### config.mk
export PLATFORM = sky130hd
export DESIGN_NAME = tcu_timer8
export DESIGN_NICKNAME = d
export VERILOG_FILES = /design/src/tcu_timer8.v
export VERILOG_INCLUDE_DIRS = /design/src
export SDC_FILE = /design/constraint.sdc
export NUM_CORES = 1
export LEC_CHECK = 0
export ABC_AREA = 1
export ABC_CLOCK_PERIOD_IN_PS = 2800
export BUFFER_PORTS_ARGS = -buffer_cell sky130_fd_sc_hd__buf_2
export CORE_UTILIZATION = 27
export DETAILED_ROUTE_END_ITERATION = 12
export GPL_ROUTABILITY_DRIVEN = 0
export PLACE_DENSITY = 0.57
export SLEW_MARGIN = 40
export SYNTH_ARGS = -nofsm -noshare
export SYNTH_HDL_FRONTEND = slang
export SYNTH_SLANG_ARGS = --single-unit
### constraint.sdc
create_clock -name pclk -period 2.8 [get_ports pclk]
set_clock_uncertainty 0.1 [all_clocks]
set_input_delay 0.42 -clock pclk [delete_from_list [all_inputs] [get_ports pclk]]
set_output_delay 0.42 -clock pclk [all_outputs]
set_load 0.05 [all_outputs]
### src/tcu_defs.vh
// Constants for the 8-bit timer/counter compare unit
// Assumes inclusion by the design file only; no logic here
`ifndef TCU_DEFS_VH
`define TCU_DEFS_VH

// Register byte addresses on APB
`define TCU_ADDR_CNT   8'h00
`define TCU_ADDR_CMP   8'h04
`define TCU_ADDR_CTRL  8'h08
`define TCU_ADDR_FLAG  8'h0C
`define TCU_ADDR_MASK  8'h10
`define TCU_ADDR_ASYNC 8'h14

// Control register fields
`define TCU_CS_LSB     0
`define TCU_CS_MSB     2
`define TCU_WGM_LO     3
`define TCU_COM_LSB    4
`define TCU_COM_MSB    5
`define TCU_WGM_HI     6
`define TCU_FOC_BIT    7

// Flag and mask register bits
`define TCU_OVF_BIT    6
`define TCU_CMPF_BIT   7

// Waveform modes
`define TCU_WGM_NORMAL 2'h0
`define TCU_WGM_PCPWM  2'h1
`define TCU_WGM_CTC    2'h2
`define TCU_WGM_FAST   2'h3

// Compare output modes
`define TCU_COM_NONE   2'h0
`define TCU_COM_TOGGLE 2'h1
`define TCU_COM_CLEAR  2'h2
`define TCU_COM_SET    2'h3

// Counter extremes and reset values
`define TCU_BOTTOM     8'h00
`define TCU_MAX        8'hFF
`define TCU_ZERO8      8'h00
`define TCU_ZERO3      3'h0
`define TCU_ZERO10     10'h000

// Prescaler tap counts minus one
`define TCU_DIV8       10'h007
`define TCU_DIV32      10'h01F
`define TCU_DIV64      10'h03F
`define TCU_DIV128     10'h07F
`define TCU_DIV256     10'h0FF
`define TCU_DIV1024    10'h3FF

`endif

### src/tcu_timer8.v
// 8-bit timer/counter with one compare channel, reached over APB
// Assumes a single pclk domain; the crystal clock arrives as a pin level
// sampled synchronously, its rising edges becoming timer ticks.
//
// Functional notes
// Counter and compare value are eight-bit CPU-accessible registers.
// Timer clock is the I/O clock unless async select picks the crystal.
// Clock select zero stops the counter, holding its value.
// CPU reads and writes the counter at any time.
// CPU counter write beats clear, increment or decrement in that cycle.
// Bottom is 0x00, max 0xFF, top is 0xFF or the compare value.
// Each tick clears, increments or decrements, per waveform mode bits.
// Continuous compare; flag sets one tick after equality.
// Flag requests interrupt when enabled; clears on acknowledge or write one.
// Compare value double buffered in PWM modes, direct otherwise.
// Buffered value moves to the active register only at top or bottom.
// CPU compare accesses hit buffer when buffered, active register otherwise.
// Force strobe in non-PWM modes acts on output only, no flag, no clear.
// Counter write blocks compare matches on the next tick, even stopped.
// Software must not write bottom while counting down.
// Software sets output state before making the pin an output.
// Output state register keeps its value across mode changes.
// Compare output mode bits are unbuffered and act at once.
// Overflow flag set per mode and may request an interrupt.
// Both flags sit in the flag register, each masked in the mask register.
// Normal mode wraps max to zero, overflow set as counter hits zero.
// Mode 2 clears the counter when it equals the compare value.
// Fast PWM: non-inverting clears on match, sets at bottom; inverting reverse.
// Output mode zero takes no action on the output state at a match.
// Mode 1 is phase correct PWM, dual slope up to max and down.
//
// The APB slave port and the register offsets were left to the implementer.
`default_nettype none
`include "tcu_defs.vh"

module tcu_timer8 #(
  parameter PRESC_W = 10
) (
  // APB slave
  input  wire        pclk,
  input  wire        presetn,
  input  wire        psel,
  input  wire        penable,
  input  wire        pwrite,
  input  wire [7:0]  paddr,
  input  wire [31:0] pwdata,
  output reg  [31:0] prdata,
  output reg         pready,
  output reg         pslverr,
  // Crystal oscillator pins
  input  wire        crystal_pin_in,
  output reg         crystal_pin_out,
  // Compare output and interrupt requests
  output reg         compare_output,
  output reg         compare_irq,
  output reg         overflow_irq,
  // Interrupt acknowledges from the interrupt controller
  input  wire        compare_irq_ack,
  input  wire        overflow_irq_ack
);

  ////////////////////////////////////////////////////////////////////////////
  // State
  reg [7:0]         timer_count_value_q;
  reg [7:0]         compare_value_reg_q;
  reg [7:0]         compare_buf_q;
  reg [7:0]         timer_control_reg_q;
  reg [7:0]         timer_mask_reg_q;
  reg               async_clock_select_q;
  reg               overflow_flag_q;
  reg               compare_flag_q;
  reg               match_pend_q;
  reg               block_q;
  reg               count_down_q;
  reg               osc_q;
  reg [PRESC_W-1:0] presc_q;

  wire [2:0] clock_select_field  = timer_control_reg_q[`TCU_CS_MSB:`TCU_CS_LSB];
  wire       waveform_mode_lo    = timer_control_reg_q[`TCU_WGM_LO];
  wire       waveform_mode_hi    = timer_control_reg_q[`TCU_WGM_HI];
  wire [1:0] waveform_mode_field = {waveform_mode_hi, waveform_mode_lo};
  wire [1:0] compare_output_mode = timer_control_reg_q[`TCU_COM_MSB:`TCU_COM_LSB];
  wire       pwm_mode            = waveform_mode_lo;

  ////////////////////////////////////////////////////////////////////////////
  // APB strobes; zero wait states
  wire acc    = psel & penable;
  wire wr     = acc & pwrite;
  wire wr_cnt = wr & (paddr == `TCU_ADDR_CNT);
  wire wr_cmp = wr & (paddr == `TCU_ADDR_CMP);
  wire wr_ctl = wr & (paddr == `TCU_ADDR_CTRL);
  wire wr_flg = wr & (paddr == `TCU_ADDR_FLAG);
  wire wr_msk = wr & (paddr == `TCU_ADDR_MASK);
  wire wr_asy = wr & (paddr == `TCU_ADDR_ASYNC);
  // Force uses the output and waveform mode written in the same word
  wire force_compare_strobe = wr_ctl & pwdata[`TCU_FOC_BIT] & ~pwdata[`TCU_WGM_LO];
  wire [1:0] com_now = wr_ctl ? pwdata[`TCU_COM_MSB:`TCU_COM_LSB] : compare_output_mode;

  // Mapped address check, used only by the error answer
  function mapped;
    input [7:0] a;
    begin
      mapped = (a == `TCU_ADDR_CNT) || (a == `TCU_ADDR_CMP) ||
               (a == `TCU_ADDR_CTRL) || (a == `TCU_ADDR_FLAG) ||
               (a == `TCU_ADDR_MASK) || (a == `TCU_ADDR_ASYNC);
    end
  endfunction

  ////////////////////////////////////////////////////////////////////////////
  // Timer clock: prescaled I/O clock or crystal edges
  // Crystal edge detection uses a registered copy; pins are taken as synchronous
  wire osc_rise = crystal_pin_in & ~osc_q;
  wire src_tick = async_clock_select_q ? osc_rise : 1'b1;
  reg  timer_clock;

  // Tap select is a function; only the tick uses its decode
  function tap_hit;
    input [2:0]         cs;
    input [PRESC_W-1:0] p;
    begin
      if (cs == 3'h1)
        tap_hit = 1'b1;
      else if (cs == 3'h2)
        tap_hit = ((p[9:0] & `TCU_DIV8) == `TCU_DIV8);
      else if (cs == 3'h3)
        tap_hit = ((p[9:0] & `TCU_DIV32) == `TCU_DIV32);
      else if (cs == 3'h4)
        tap_hit = ((p[9:0] & `TCU_DIV64) == `TCU_DIV64);
      else if (cs == 3'h5)
        tap_hit = ((p[9:0] & `TCU_DIV128) == `TCU_DIV128);
      else if (cs == 3'h6)
        tap_hit = ((p[9:0] & `TCU_DIV256) == `TCU_DIV256);
      else if (cs == 3'h7)
        tap_hit = (p[9:0] == `TCU_DIV1024);
      else
        tap_hit = 1'b0;
    end
  endfunction

  always @*
  begin
    timer_clock = src_tick & (clock_select_field != `TCU_ZERO3)
                  & tap_hit(clock_select_field, presc_q);
  end

  // Prescaler advances on each source tick
  always @(posedge pclk or negedge presetn)
  begin
    if (!presetn)
    begin
      presc_q         <= {PRESC_W{1'b0}};
      osc_q           <= 1'b0;
      crystal_pin_out <= 1'b0;
    end
    else
    begin
      osc_q           <= crystal_pin_in;
      crystal_pin_out <= ~crystal_pin_in; // Inverting oscillator stage
      if (src_tick)
        presc_q <= presc_q + {{(PRESC_W-1){1'b0}}, 1'b1};
    end
  end

  ////////////////////////////////////////////////////////////////////////////
  // Top, bottom and match decode
  wire at_bottom = (timer_count_value_q == `TCU_BOTTOM);
  wire at_max    = (timer_count_value_q == `TCU_MAX);
  wire eq        = (timer_count_value_q == compare_value_reg_q);
  wire match     = eq & ~block_q;

  // Counter next value
  reg [7:0] cnt_d;
  reg       dir_d;
  reg       ovf_set;
  reg       upd_pt;
  always @*
  begin
    cnt_d   = timer_count_value_q;
    dir_d   = count_down_q;
    ovf_set = 1'b0;
    upd_pt  = 1'b0;
    case (waveform_mode_field)
      `TCU_WGM_NORMAL:
      begin
        cnt_d   = timer_count_value_q + 8'h01;
        ovf_set = at_max;
        dir_d   = 1'b0;
      end
      `TCU_WGM_CTC:
      begin
        dir_d = 1'b0;
        if (eq)
          cnt_d = `TCU_BOTTOM;
        else
          cnt_d = timer_count_value_q + 8'h01;
        ovf_set = at_max & ~eq;
      end
      `TCU_WGM_FAST:
      begin
        dir_d   = 1'b0;
        cnt_d   = timer_count_value_q + 8'h01;
        ovf_set = at_max;
        upd_pt  = at_max;
      end
      default:
      begin
        // Phase correct: reverse at max and at bottom
        if (at_max)
          dir_d = 1'b1;
        else if (at_bottom)
          dir_d = 1'b0;
        if (dir_d)
          cnt_d = timer_count_value_q - 8'h01;
        else
          cnt_d = timer_count_value_q + 8'h01;
        ovf_set = at_bottom;
        upd_pt  = at_max;
      end
    endcase
  end

  ////////////////////////////////////////////////////////////////////////////
  // Counter, compare registers and blocking
  always @(posedge pclk or negedge presetn)
  begin
    if (!presetn)
    begin
      timer_count_value_q <= `TCU_ZERO8;
      compare_value_reg_q <= `TCU_ZERO8;
      compare_buf_q       <= `TCU_ZERO8;
      count_down_q        <= 1'b0;
      block_q             <= 1'b0;
      match_pend_q        <= 1'b0;
    end
    else
    begin
      if (wr_cnt)
      begin
        timer_count_value_q <= pwdata[7:0]; // see
        block_q             <= 1'b1;
      end
      else if (timer_clock)
      begin
        timer_count_value_q <= cnt_d;
        count_down_q        <= dir_d;
        block_q             <= 1'b0;
      end
      // Match seen now flags on the next tick
      if (timer_clock)
        match_pend_q <= match;
      if (wr_cmp & ~pwm_mode)
        compare_value_reg_q <= pwdata[7:0];
      else if (pwm_mode & timer_clock & upd_pt)
        compare_value_reg_q <= compare_buf_q; // see
      if (wr_cmp)
        compare_buf_q <= pwdata[7:0];
    end
  end

  ////////////////////////////////////////////////////////////////////////////
  // Output state; kept across mode changes, mode bits act at once
  reg oc_d;
  always @*
  begin
    oc_d = compare_output;
    if (pwm_mode & ~force_compare_strobe)
    begin
      // Phase correct: non-inverting clears on the way up, sets on the way down
      if (timer_clock & match & (compare_output_mode[1]))
        oc_d = (waveform_mode_hi ? compare_output_mode[0]
               : (compare_output_mode[0] ^ count_down_q));
      else if (timer_clock & waveform_mode_hi & at_max & compare_output_mode[1])
        oc_d = ~compare_output_mode[0];
    end
    else if ((timer_clock & match) | force_compare_strobe)
    begin
      case (com_now) // see
        `TCU_COM_TOGGLE: oc_d = ~compare_output;
        `TCU_COM_CLEAR:  oc_d = 1'b0;
        `TCU_COM_SET:    oc_d = 1'b1;
        default:         oc_d = compare_output;
      endcase
    end
  end

  always @(posedge pclk or negedge presetn)
  begin
    if (!presetn)
      compare_output <= 1'b0;
    else
      compare_output <= oc_d;
  end

  ////////////////////////////////////////////////////////////////////////////
  // Control, mask and flags; hardware set wins over clear
  always @(posedge pclk or negedge presetn)
  begin
    if (!presetn)
    begin
      timer_control_reg_q  <= `TCU_ZERO8;
      timer_mask_reg_q     <= `TCU_ZERO8;
      async_clock_select_q <= 1'b0;
      overflow_flag_q      <= 1'b0;
      compare_flag_q       <= 1'b0;
      compare_irq          <= 1'b0;
      overflow_irq         <= 1'b0;
    end
    else
    begin
      if (wr_ctl)
        timer_control_reg_q <= {1'b0, pwdata[6:0]}; // Strobe bit not stored
      if (wr_msk)
        timer_mask_reg_q <= pwdata[7:0];
      if (wr_asy)
        async_clock_select_q <= pwdata[3];
      if (timer_clock & match_pend_q)
        compare_flag_q <= 1'b1;
      else if ((wr_flg & pwdata[`TCU_CMPF_BIT]) | compare_irq_ack)
        compare_flag_q <= 1'b0;
      if (timer_clock & ovf_set & ~wr_cnt)
        overflow_flag_q <= 1'b1;
      else if ((wr_flg & pwdata[`TCU_OVF_BIT]) | overflow_irq_ack)
        overflow_flag_q <= 1'b0;
      // Requests follow flag and mask one cycle behind
      compare_irq  <= compare_flag_q & timer_mask_reg_q[`TCU_CMPF_BIT];
      overflow_irq <= overflow_flag_q & timer_mask_reg_q[`TCU_OVF_BIT];
    end
  end

  ////////////////////////////////////////////////////////////////////////////
  // APB read data and answer
  reg [7:0] rd_d;
  always @*
  begin
    if (paddr == `TCU_ADDR_CNT)
      rd_d = timer_count_value_q;
    else if (paddr == `TCU_ADDR_CMP)
      rd_d = pwm_mode ? compare_buf_q : compare_value_reg_q;
    else if (paddr == `TCU_ADDR_CTRL)
      rd_d = timer_control_reg_q;
    else if (paddr == `TCU_ADDR_FLAG)
      rd_d = {compare_flag_q, overflow_flag_q, 6'h00};
    else if (paddr == `TCU_ADDR_MASK)
      rd_d = timer_mask_reg_q;
    else if (paddr == `TCU_ADDR_ASYNC)
      rd_d = {4'h0, async_clock_select_q, 3'h0};
    else
      rd_d = `TCU_ZERO8;
  end

  // pready rises at the edge that ends the setup cycle: zero wait states
  always @(posedge pclk or negedge presetn)
  begin
    if (!presetn)
    begin
      prdata  <= 32'h00000000;
      pready  <= 1'b0;
      pslverr <= 1'b0;
    end
    else
    begin
      pready  <= psel & ~penable;
      pslverr <= psel & ~penable & ~mapped(paddr);
      if (psel & ~penable & ~pwrite)
        prdata <= {24'h000000, rd_d};
    end
  end

endmodule // tcu_timer8

`default_nettype wire

[Word level (Yosys, flattened, before mapping)]
Index checks and enable logic that the tools add are counted.
Cells by class
  $add $sub $neg: 3
  eq/ne operators: 26
  muxes and demuxes: 41
  bitwise operators: 51
  reduce and logical (&&, ||, !) cells: 20
Operator list (number)
  $mux W8: 12
  $and A1 B1 Y1: 34
  $mux W1: 24
  $eq A8 B4 Y1 const B: 2
  $eq A8 B5 Y1 const B: 2
  $eq A8 B8 Y1 const B: 2
  $logic_not A8 Y1: 2
  $pmux W8 S2: 1
  $eq A3 B3 Y1 const B: 5
  $not A1 Y1: 13
  $add A10 B1 Y10 const B: 1
  $eq A10 B10 Y1 const B: 1
  $reduce_bool A2 Y1: 5
  $add A8 B1 Y8 const B: 1
  $eq A2 B2 Y1 const B: 4
  $eq A8 B3 Y1 const B: 1
  $eq A8 B8 Y1: 1
  $sub A8 B1 Y8 const B: 1
  $eq A7 B7 Y1 const B: 1
  $eq A3 B2 Y1 const B: 2
  $eq A6 B6 Y1 const B: 1
  $eq A5 B5 Y1 const B: 1
  $logic_or A1 B1 Y1: 5
  $mux W4: 1
  other kinds (15): 18
Word-level totals
  register bits after elaboration: 70
  input port bits: 48
  output and inout bits: 38
  logic and storage cells: 161

[Depth between registers and ports, before layout]
  depth after elaboration: 15
  depth in mapped cells: 18
  mapped depth without buffers: 18

[Worst setup path before layout]
No wires, ideal clock.
  path type: input-to-reg
  from: input paddr[1]
  to: register compare_output
  setup time: 0.118 ns
  arrival time: 1.944 ns
  data required time: 2.582 ns
  slack: 0.638 ns
  stages on the path: 13
  buffers on the path: 0
  cell sequence: nor2_2 > nand2_1 > nor3_4 > nand2_4 > o21ai_1 > inv_1 > ha_1 > nor2_1 > nor2_2 > nand2_1 > nand2_1 > nand2_1 > nand2_1
Between the ends
  cells in the longest elaborated chain, start to end: 8
  elaborated cells on any way between the ends: 18
  those cells by class: 5 x eq/ne; 4 x mux; 6 x bitwise; 3 x reduce/logical
Ends and longest elaborated chain
  from (decl): RTL line tcu_timer8.v:45  | input wire [7:0] paddr,
  $eq A8 B4 Y1 (no source line) (*)
  $and A1 B1 Y1 (*): RTL line tcu_timer8.v:91  | wire wr_ctl = wr & (paddr == `TCU_ADDR_CTRL);
  $and A1 B1 Y1 (2 in series): RTL line tcu_timer8.v:96  | wire force_compare_strobe = wr_ctl & pwdata[`TCU_FOC_BIT] & ~pwdata[`TCU_WGM_LO];
  $not A1 Y1: RTL line tcu_timer8.v:266  | if (pwm_mode & ~force_compare_strobe)
  $and A1 B1 Y1: RTL line tcu_timer8.v:266
  $ne A3 B1 Y1 (no source line), or another cell as far along
  $reduce_and A3 Y1 (no source line)
  to (signal assigned): RTL line tcu_timer8.v:289  | compare_output <= 1'b0;
  to (signal assigned): RTL line tcu_timer8.v:291  | compare_output <= oc_d;
  to (decl): RTL line tcu_timer8.v:54  | output reg compare_output,
Mark *: on every way between the ends. The rest lies on a longest branch, timed or not. The select of a mux whose other input is x is not followed.
A chain may end at the register's enable or synchronous reset.

[Worst setup path in the final report]
  from: register presc_q[0]
  to: register compare_output
Between the ends
  cells in the longest elaborated chain, start to end: 14
  elaborated cells on any way between the ends: 25
  those cells by class: 7 x eq/ne; 9 x mux; 7 x bitwise; 2 x reduce/logical
Ends and longest elaborated chain
  from (decl): RTL line tcu_timer8.v:76  | reg [PRESC_W-1:0] presc_q;
  from (signal assigned): RTL line tcu_timer8.v:151  | presc_q <= {PRESC_W{1'b0}};
  from (signal assigned): RTL line tcu_timer8.v:160  | presc_q <= presc_q + {{(PRESC_W-1){1'b0}}, 1'b1};
  $eq A10 B10 Y1 (no source line)
  $mux W1: RTL line tcu_timer8.v:133  | else if (cs == 3'h7)
  $mux W1: RTL line tcu_timer8.v:131  | else if (cs == 3'h6)
  $mux W1: RTL line tcu_timer8.v:129  | else if (cs == 3'h5)
  $mux W1: RTL line tcu_timer8.v:127  | else if (cs == 3'h4)
  $mux W1: RTL line tcu_timer8.v:125  | else if (cs == 3'h3)
  $mux W1 (*): RTL line tcu_timer8.v:123  | else if (cs == 3'h2)
  $mux W1 (*): RTL line tcu_timer8.v:121  | if (cs == 3'h1)
  $and A1 B1 Y1 (*): RTL line tcu_timer8.v:142  | timer_clock = src_tick & (clock_select_field != `TCU_ZERO3)
  $and A1 B1 Y1 (3 in series): RTL line tcu_timer8.v:272  | else if (timer_clock & waveform_mode_hi & at_max & compare_output_mode[1])
  $ne A3 B1 Y1 (no source line)
  $reduce_and A3 Y1 (no source line)
Mark *: on every way between the ends. The rest lies on a longest branch, timed or not.

==> summary.md <==
| Metric | Value |
|---|---|
| Maximum vdd ir drop | `~0.00023 V` |
| Clock sink total | `70` |
| CTS-repair resized insts | `0` |
| Area of the die | `approximately 16000 µm²` |
| Crit Path Class | `reg2reg` |
| Portion of the post-synthesis area used by sequential elements | `about 42%` |
| Iter 0 DRT Violations | `roughly 240` |
| Clock Power Share | `roughly two fifths` |
| Proportion of power drawn by flip-flops and latches | `slightly above 40%` |
| Beginning of the critical path | `presc_q[0]` |
| Library cells used by synthesis | `40` |
| Nets | `approximately 650` |
| Antenna fix cells | `0` |
| Ports placed on the boundary | `86` |
| Static leakage | `0.002396 µW` |
| Upper clock frequency limit | `about 0.43 GHz` |
| Global-route wire length before repair | `17060 µm` |
| Maximum fanout along the worst path | `3` |
| Fraction of met3 tracks used by global routing | `roughly 2.7%` |
| CTS clock-pin slew for the worst setup and hold paths | `around 0.060 ns` |
| Hold Worst Slack | `-0.01272 ns` |
| Worst flop-to-flop path startpoint | `presc_q[0]` |
| Total power divided by cell area | `635.3 nW/µm²` |
| Total track usage | `about 14%` |
| Width of the die | `between 100 and 150 µm` |
| Area growth from synthesis to layout | `14.75%` |
| Register bit count reported by yosys | `70` |
| Number of global-route vias before repair | `3304` |
| CTS Hold Buffers Added | `0` |
| Average wire length per cell after detail routing | `13.26 µm` |
| Via count | `3476` |
| Post-route ant nets | `0` |
| Initial antenna violation count | `0` |
| Part of the cycle the worst path needs | `between 80 and 90%` |
| Number of buffers added by the clock tree synthesis step | `9` |
| # Max-Cap Violations | `0` |
| Initial cell density of the core | `between 20% and 30%` |
| Commonest non-fill, non-tap cell in the layout | `sky130_fd_sc_hd__nand2_1` |
| Measured slew at the worst slew-check pin | `approximately 0.72 ns` |
| Synthesized instance count | `550` |
| Via-per-instance ratio | `approximately 4.4` |
| Root buffer selected by CTS | `sky130_fd_sc_hd__clkbuf_16` |
| RSZ-0062 raised after global routing | `no` |
| Clk_lat worst skew | `0.34 ns` |
| Layout cell share with drive strength beyond 1 | `~14%` |
| Number of max-slew violations in the final report | `0` |
| # DRC | `0` |
| Count of buffers added by post-CTS timing repair for setup | `0` |
| CTS max path bufs | `2` |
| Final setup vio count | `0` |
| Violations in the final reports | `negative hold slack` |
| Critical Path Sink Type | `flip-flop` |
| Layout fillers | `around 1600` |
| Critical Path Source Type | `flip-flop` |
| Path class of the lowest-slack min-delay path | `in2async` |
| Proportion of total power due to net switching | `30.93%` |
| Remaining Overflow, GRT | `0` |
| IO buf count | `37` |
| Final Hold Vio Count | `4` |
| Synthesized area | `around 4200 µm²` |
| Maximum number of pins on one net before global-route repair | `71` |
| Required time worst endpoint | `2.93 ns` |
| Wire length reported by the detailed router | `a little over 10000 µm` |
| Normalized max-slew margin | `51.44%` |
| TritonCTS clock tree | `yes` |
| P_int | `2097 µW` |
| Combinational cell fraction of total power | `18.4%` |
| Endpoint arrival time on the critical path | `roughly 2.4 ns` |
| Yosys synthesis warning count | `0` |
| Final total negative setup slack | `0 ns` |
| Net switching power | `938.8 µW` |
| Min Clock Period, post-route | `2.316 ns` |
| Busiest grt layer | `met2` |
| Post-detailed-placement half-perimeter wirelength | `approximately 7700 µm` |
| Maximum level of the CTS H-tree | `3` |
| GR Util met1 | `approximately 18%` |
| Grt met2 use | `22.20%` |
| Number of rows in the core area | `between 40 and 50` |
| Run status | `complete, but fails checks` |
| Average instance area after synthesis | `7.571 µm²` |
| Vertical die dimension | `about 130 µm` |
| Floorplan Core Area | `15150 µm²` |
| Top library cells by usage in the layout, fill and taps aside | `sky130_fd_sc_hd__nand2_1, sky130_fd_sc_hd__dfrtp_1, sky130_fd_sc_hd__inv_1` |
| TritonRoute pass-1 iters | `4` |
==> power by group through the flow <==
| stage | logic [µW] | registers (µW) | clock network, µW |
|---|---|---|---|
| 2_1_floorplan | 460 | 1210 | 0 |
| 3_3_place_gp | 550 | 1240 | 0 |
| 3_5_place_dp | 555 | 1240 | 0 |
| 4_1_cts | 563 | 1230 | 1270 |
| 5_1_grt | 632 | 1250 | 1320 |
| 6_report | 557 | 1230 | 1250 |
==> routing by layer <==
metal | routed length [µm] | share of wire [%]
met4 | 248 | 2.4
met2 | 4815 | 46
met3 | 425 | 4.1
met5 | 0 | 0
met1 | 4880 | 47
==> sequential cells by signal, summed over array words and instances, names as in the netlist <==
register              count
async_clock_select_q      1
block_q                   1
compare_buf_q             8
compare_flag_q            1
compare_irq               1
compare_output            1
compare_value_reg_q       8
count_down_q              1
crystal_pin_out           1
match_pend_q              1
osc_q                     1
overflow_flag_q           1
overflow_irq              1
prdata                    8
pready                    1
presc_q                  10
pslverr                   1
timer_control_reg_q       7
timer_count_value_q       8
timer_mask_reg_q          8
==> critical path: stages (launching register included) <==
cell and delay [ns]:
sky130_fd_sc_hd__dfrtp_1 0.40, sky130_fd_sc_hd__ha_1 0.24, sky130_fd_sc_hd__nand2_1 0.08, sky130_fd_sc_hd__nor2_2 0.05, sky130_fd_sc_hd__ha_1 0.17, sky130_fd_sc_hd__inv_1 0.05, sky130_fd_sc_hd__nand2_1 0.04, sky130_fd_sc_hd__nand2_1 0.05
sky130_fd_sc_hd__nand3_1 0.06, sky130_fd_sc_hd__nand2_1 0.12, sky130_fd_sc_hd__inv_1 0.05, sky130_fd_sc_hd__o21ai_0 0.20, sky130_fd_sc_hd__nor2_1 0.11, sky130_fd_sc_hd__inv_1 0.15, sky130_fd_sc_hd__nand2_1 0.08, sky130_fd_sc_hd__nand2_1 0.10
sky130_fd_sc_hd__nand2_1 0.06, sky130_fd_sc_hd__nand2_1 0.06, sky130_fd_sc_hd__nand2_1 0.04
==> cells in the mapped netlist, drive strengths merged <==
cell type  number  area, µm²
nor2           33      153.9
conb            1      3.750
buf            30      224.0
or2             1      6.260
o32ai           1      8.760
inv            65      244.0
dfrtp          70       1752
o221ai          1      8.760
xor2            8      70.07
nand4           5      31.28
a21boi          1      7.510
nand3          36      180.2
nand2         185      721.9
a221oi          1      8.760
o22ai           2      12.51
o21bai          2      15.01
ha              9      112.6
o2111ai         1      8.760
nor4            3      18.77
a211oi          1      7.510
o31ai           2      15.01
clkbuf          4      15.01
nor3            5      57.55
o21ai          65      351.6
a21oi           6      30.03
xnor2           7      61.31
o211ai          5      37.54
==> cell type report <==
cell class              count  area (µm²)  area share (%)
inverters                  65       244.0           5.106
repair buffers             39       206.4           4.321
clock buffers              11       242.7           5.080
clock inverters             5       82.58           1.728
flip-flops and latches     70        1752           36.66
multi-input cells         404        2016           42.18
well taps                 188       235.2           4.923
==> cell families (layout without fill, tap and decap cells) <==
family	count (synthesis)	in the layout	share of synthesized area, %
AO/OA/AOI/OAI	88	88	12.29
other	1	24	0.09006
AND/OR/NAND/NOR	268	268	28.09
buffers and inverters	99	120	11.60
flip-flops	70	70	42.07
XOR/XNOR	15	15	3.155
adder cells (fa/ha/maj)	9	9	2.704
==> through the flow <==
| step | total power (µW) | std cells | utilization (%) | cell area [µm²] | setup slack (ns) |
|---|---|---|---|---|---|
| after floorplan | 1672 | 573 | - | 4250 | 0.6379 |
| after global placement | 1792 | 766 | 29.38 | 4449 | 0.4356 |
| final | 3036 | 782 | 31.55 | 4778 | 0.4841 |
| after CTS | 3063 | 782 | 31.55 | 4778 | 0.4670 |
| after global routing | 3199 | 782 | 31.55 | 4778 | 0.2639 |
| after detailed placement | 1800 | 766 | 29.40 | 4453 | 0.4210 |
==> worst paths after layout <==
check / end / slack (ns) / cells after the start
hold reg to reg: prdata[3] / 0.38 / 2
setup / recovery: compare_output / 0.48 / 18
setup reg to reg: compare_output / 0.48 / 18
min in group pclk: osc_q / 0.11 / 1
max in group asynchronous: presc_q[5] / 2.16 / 1
hold / removal: timer_count_value_q[2] / -0.01 / 1
Power figures use the tool's default switching activity.
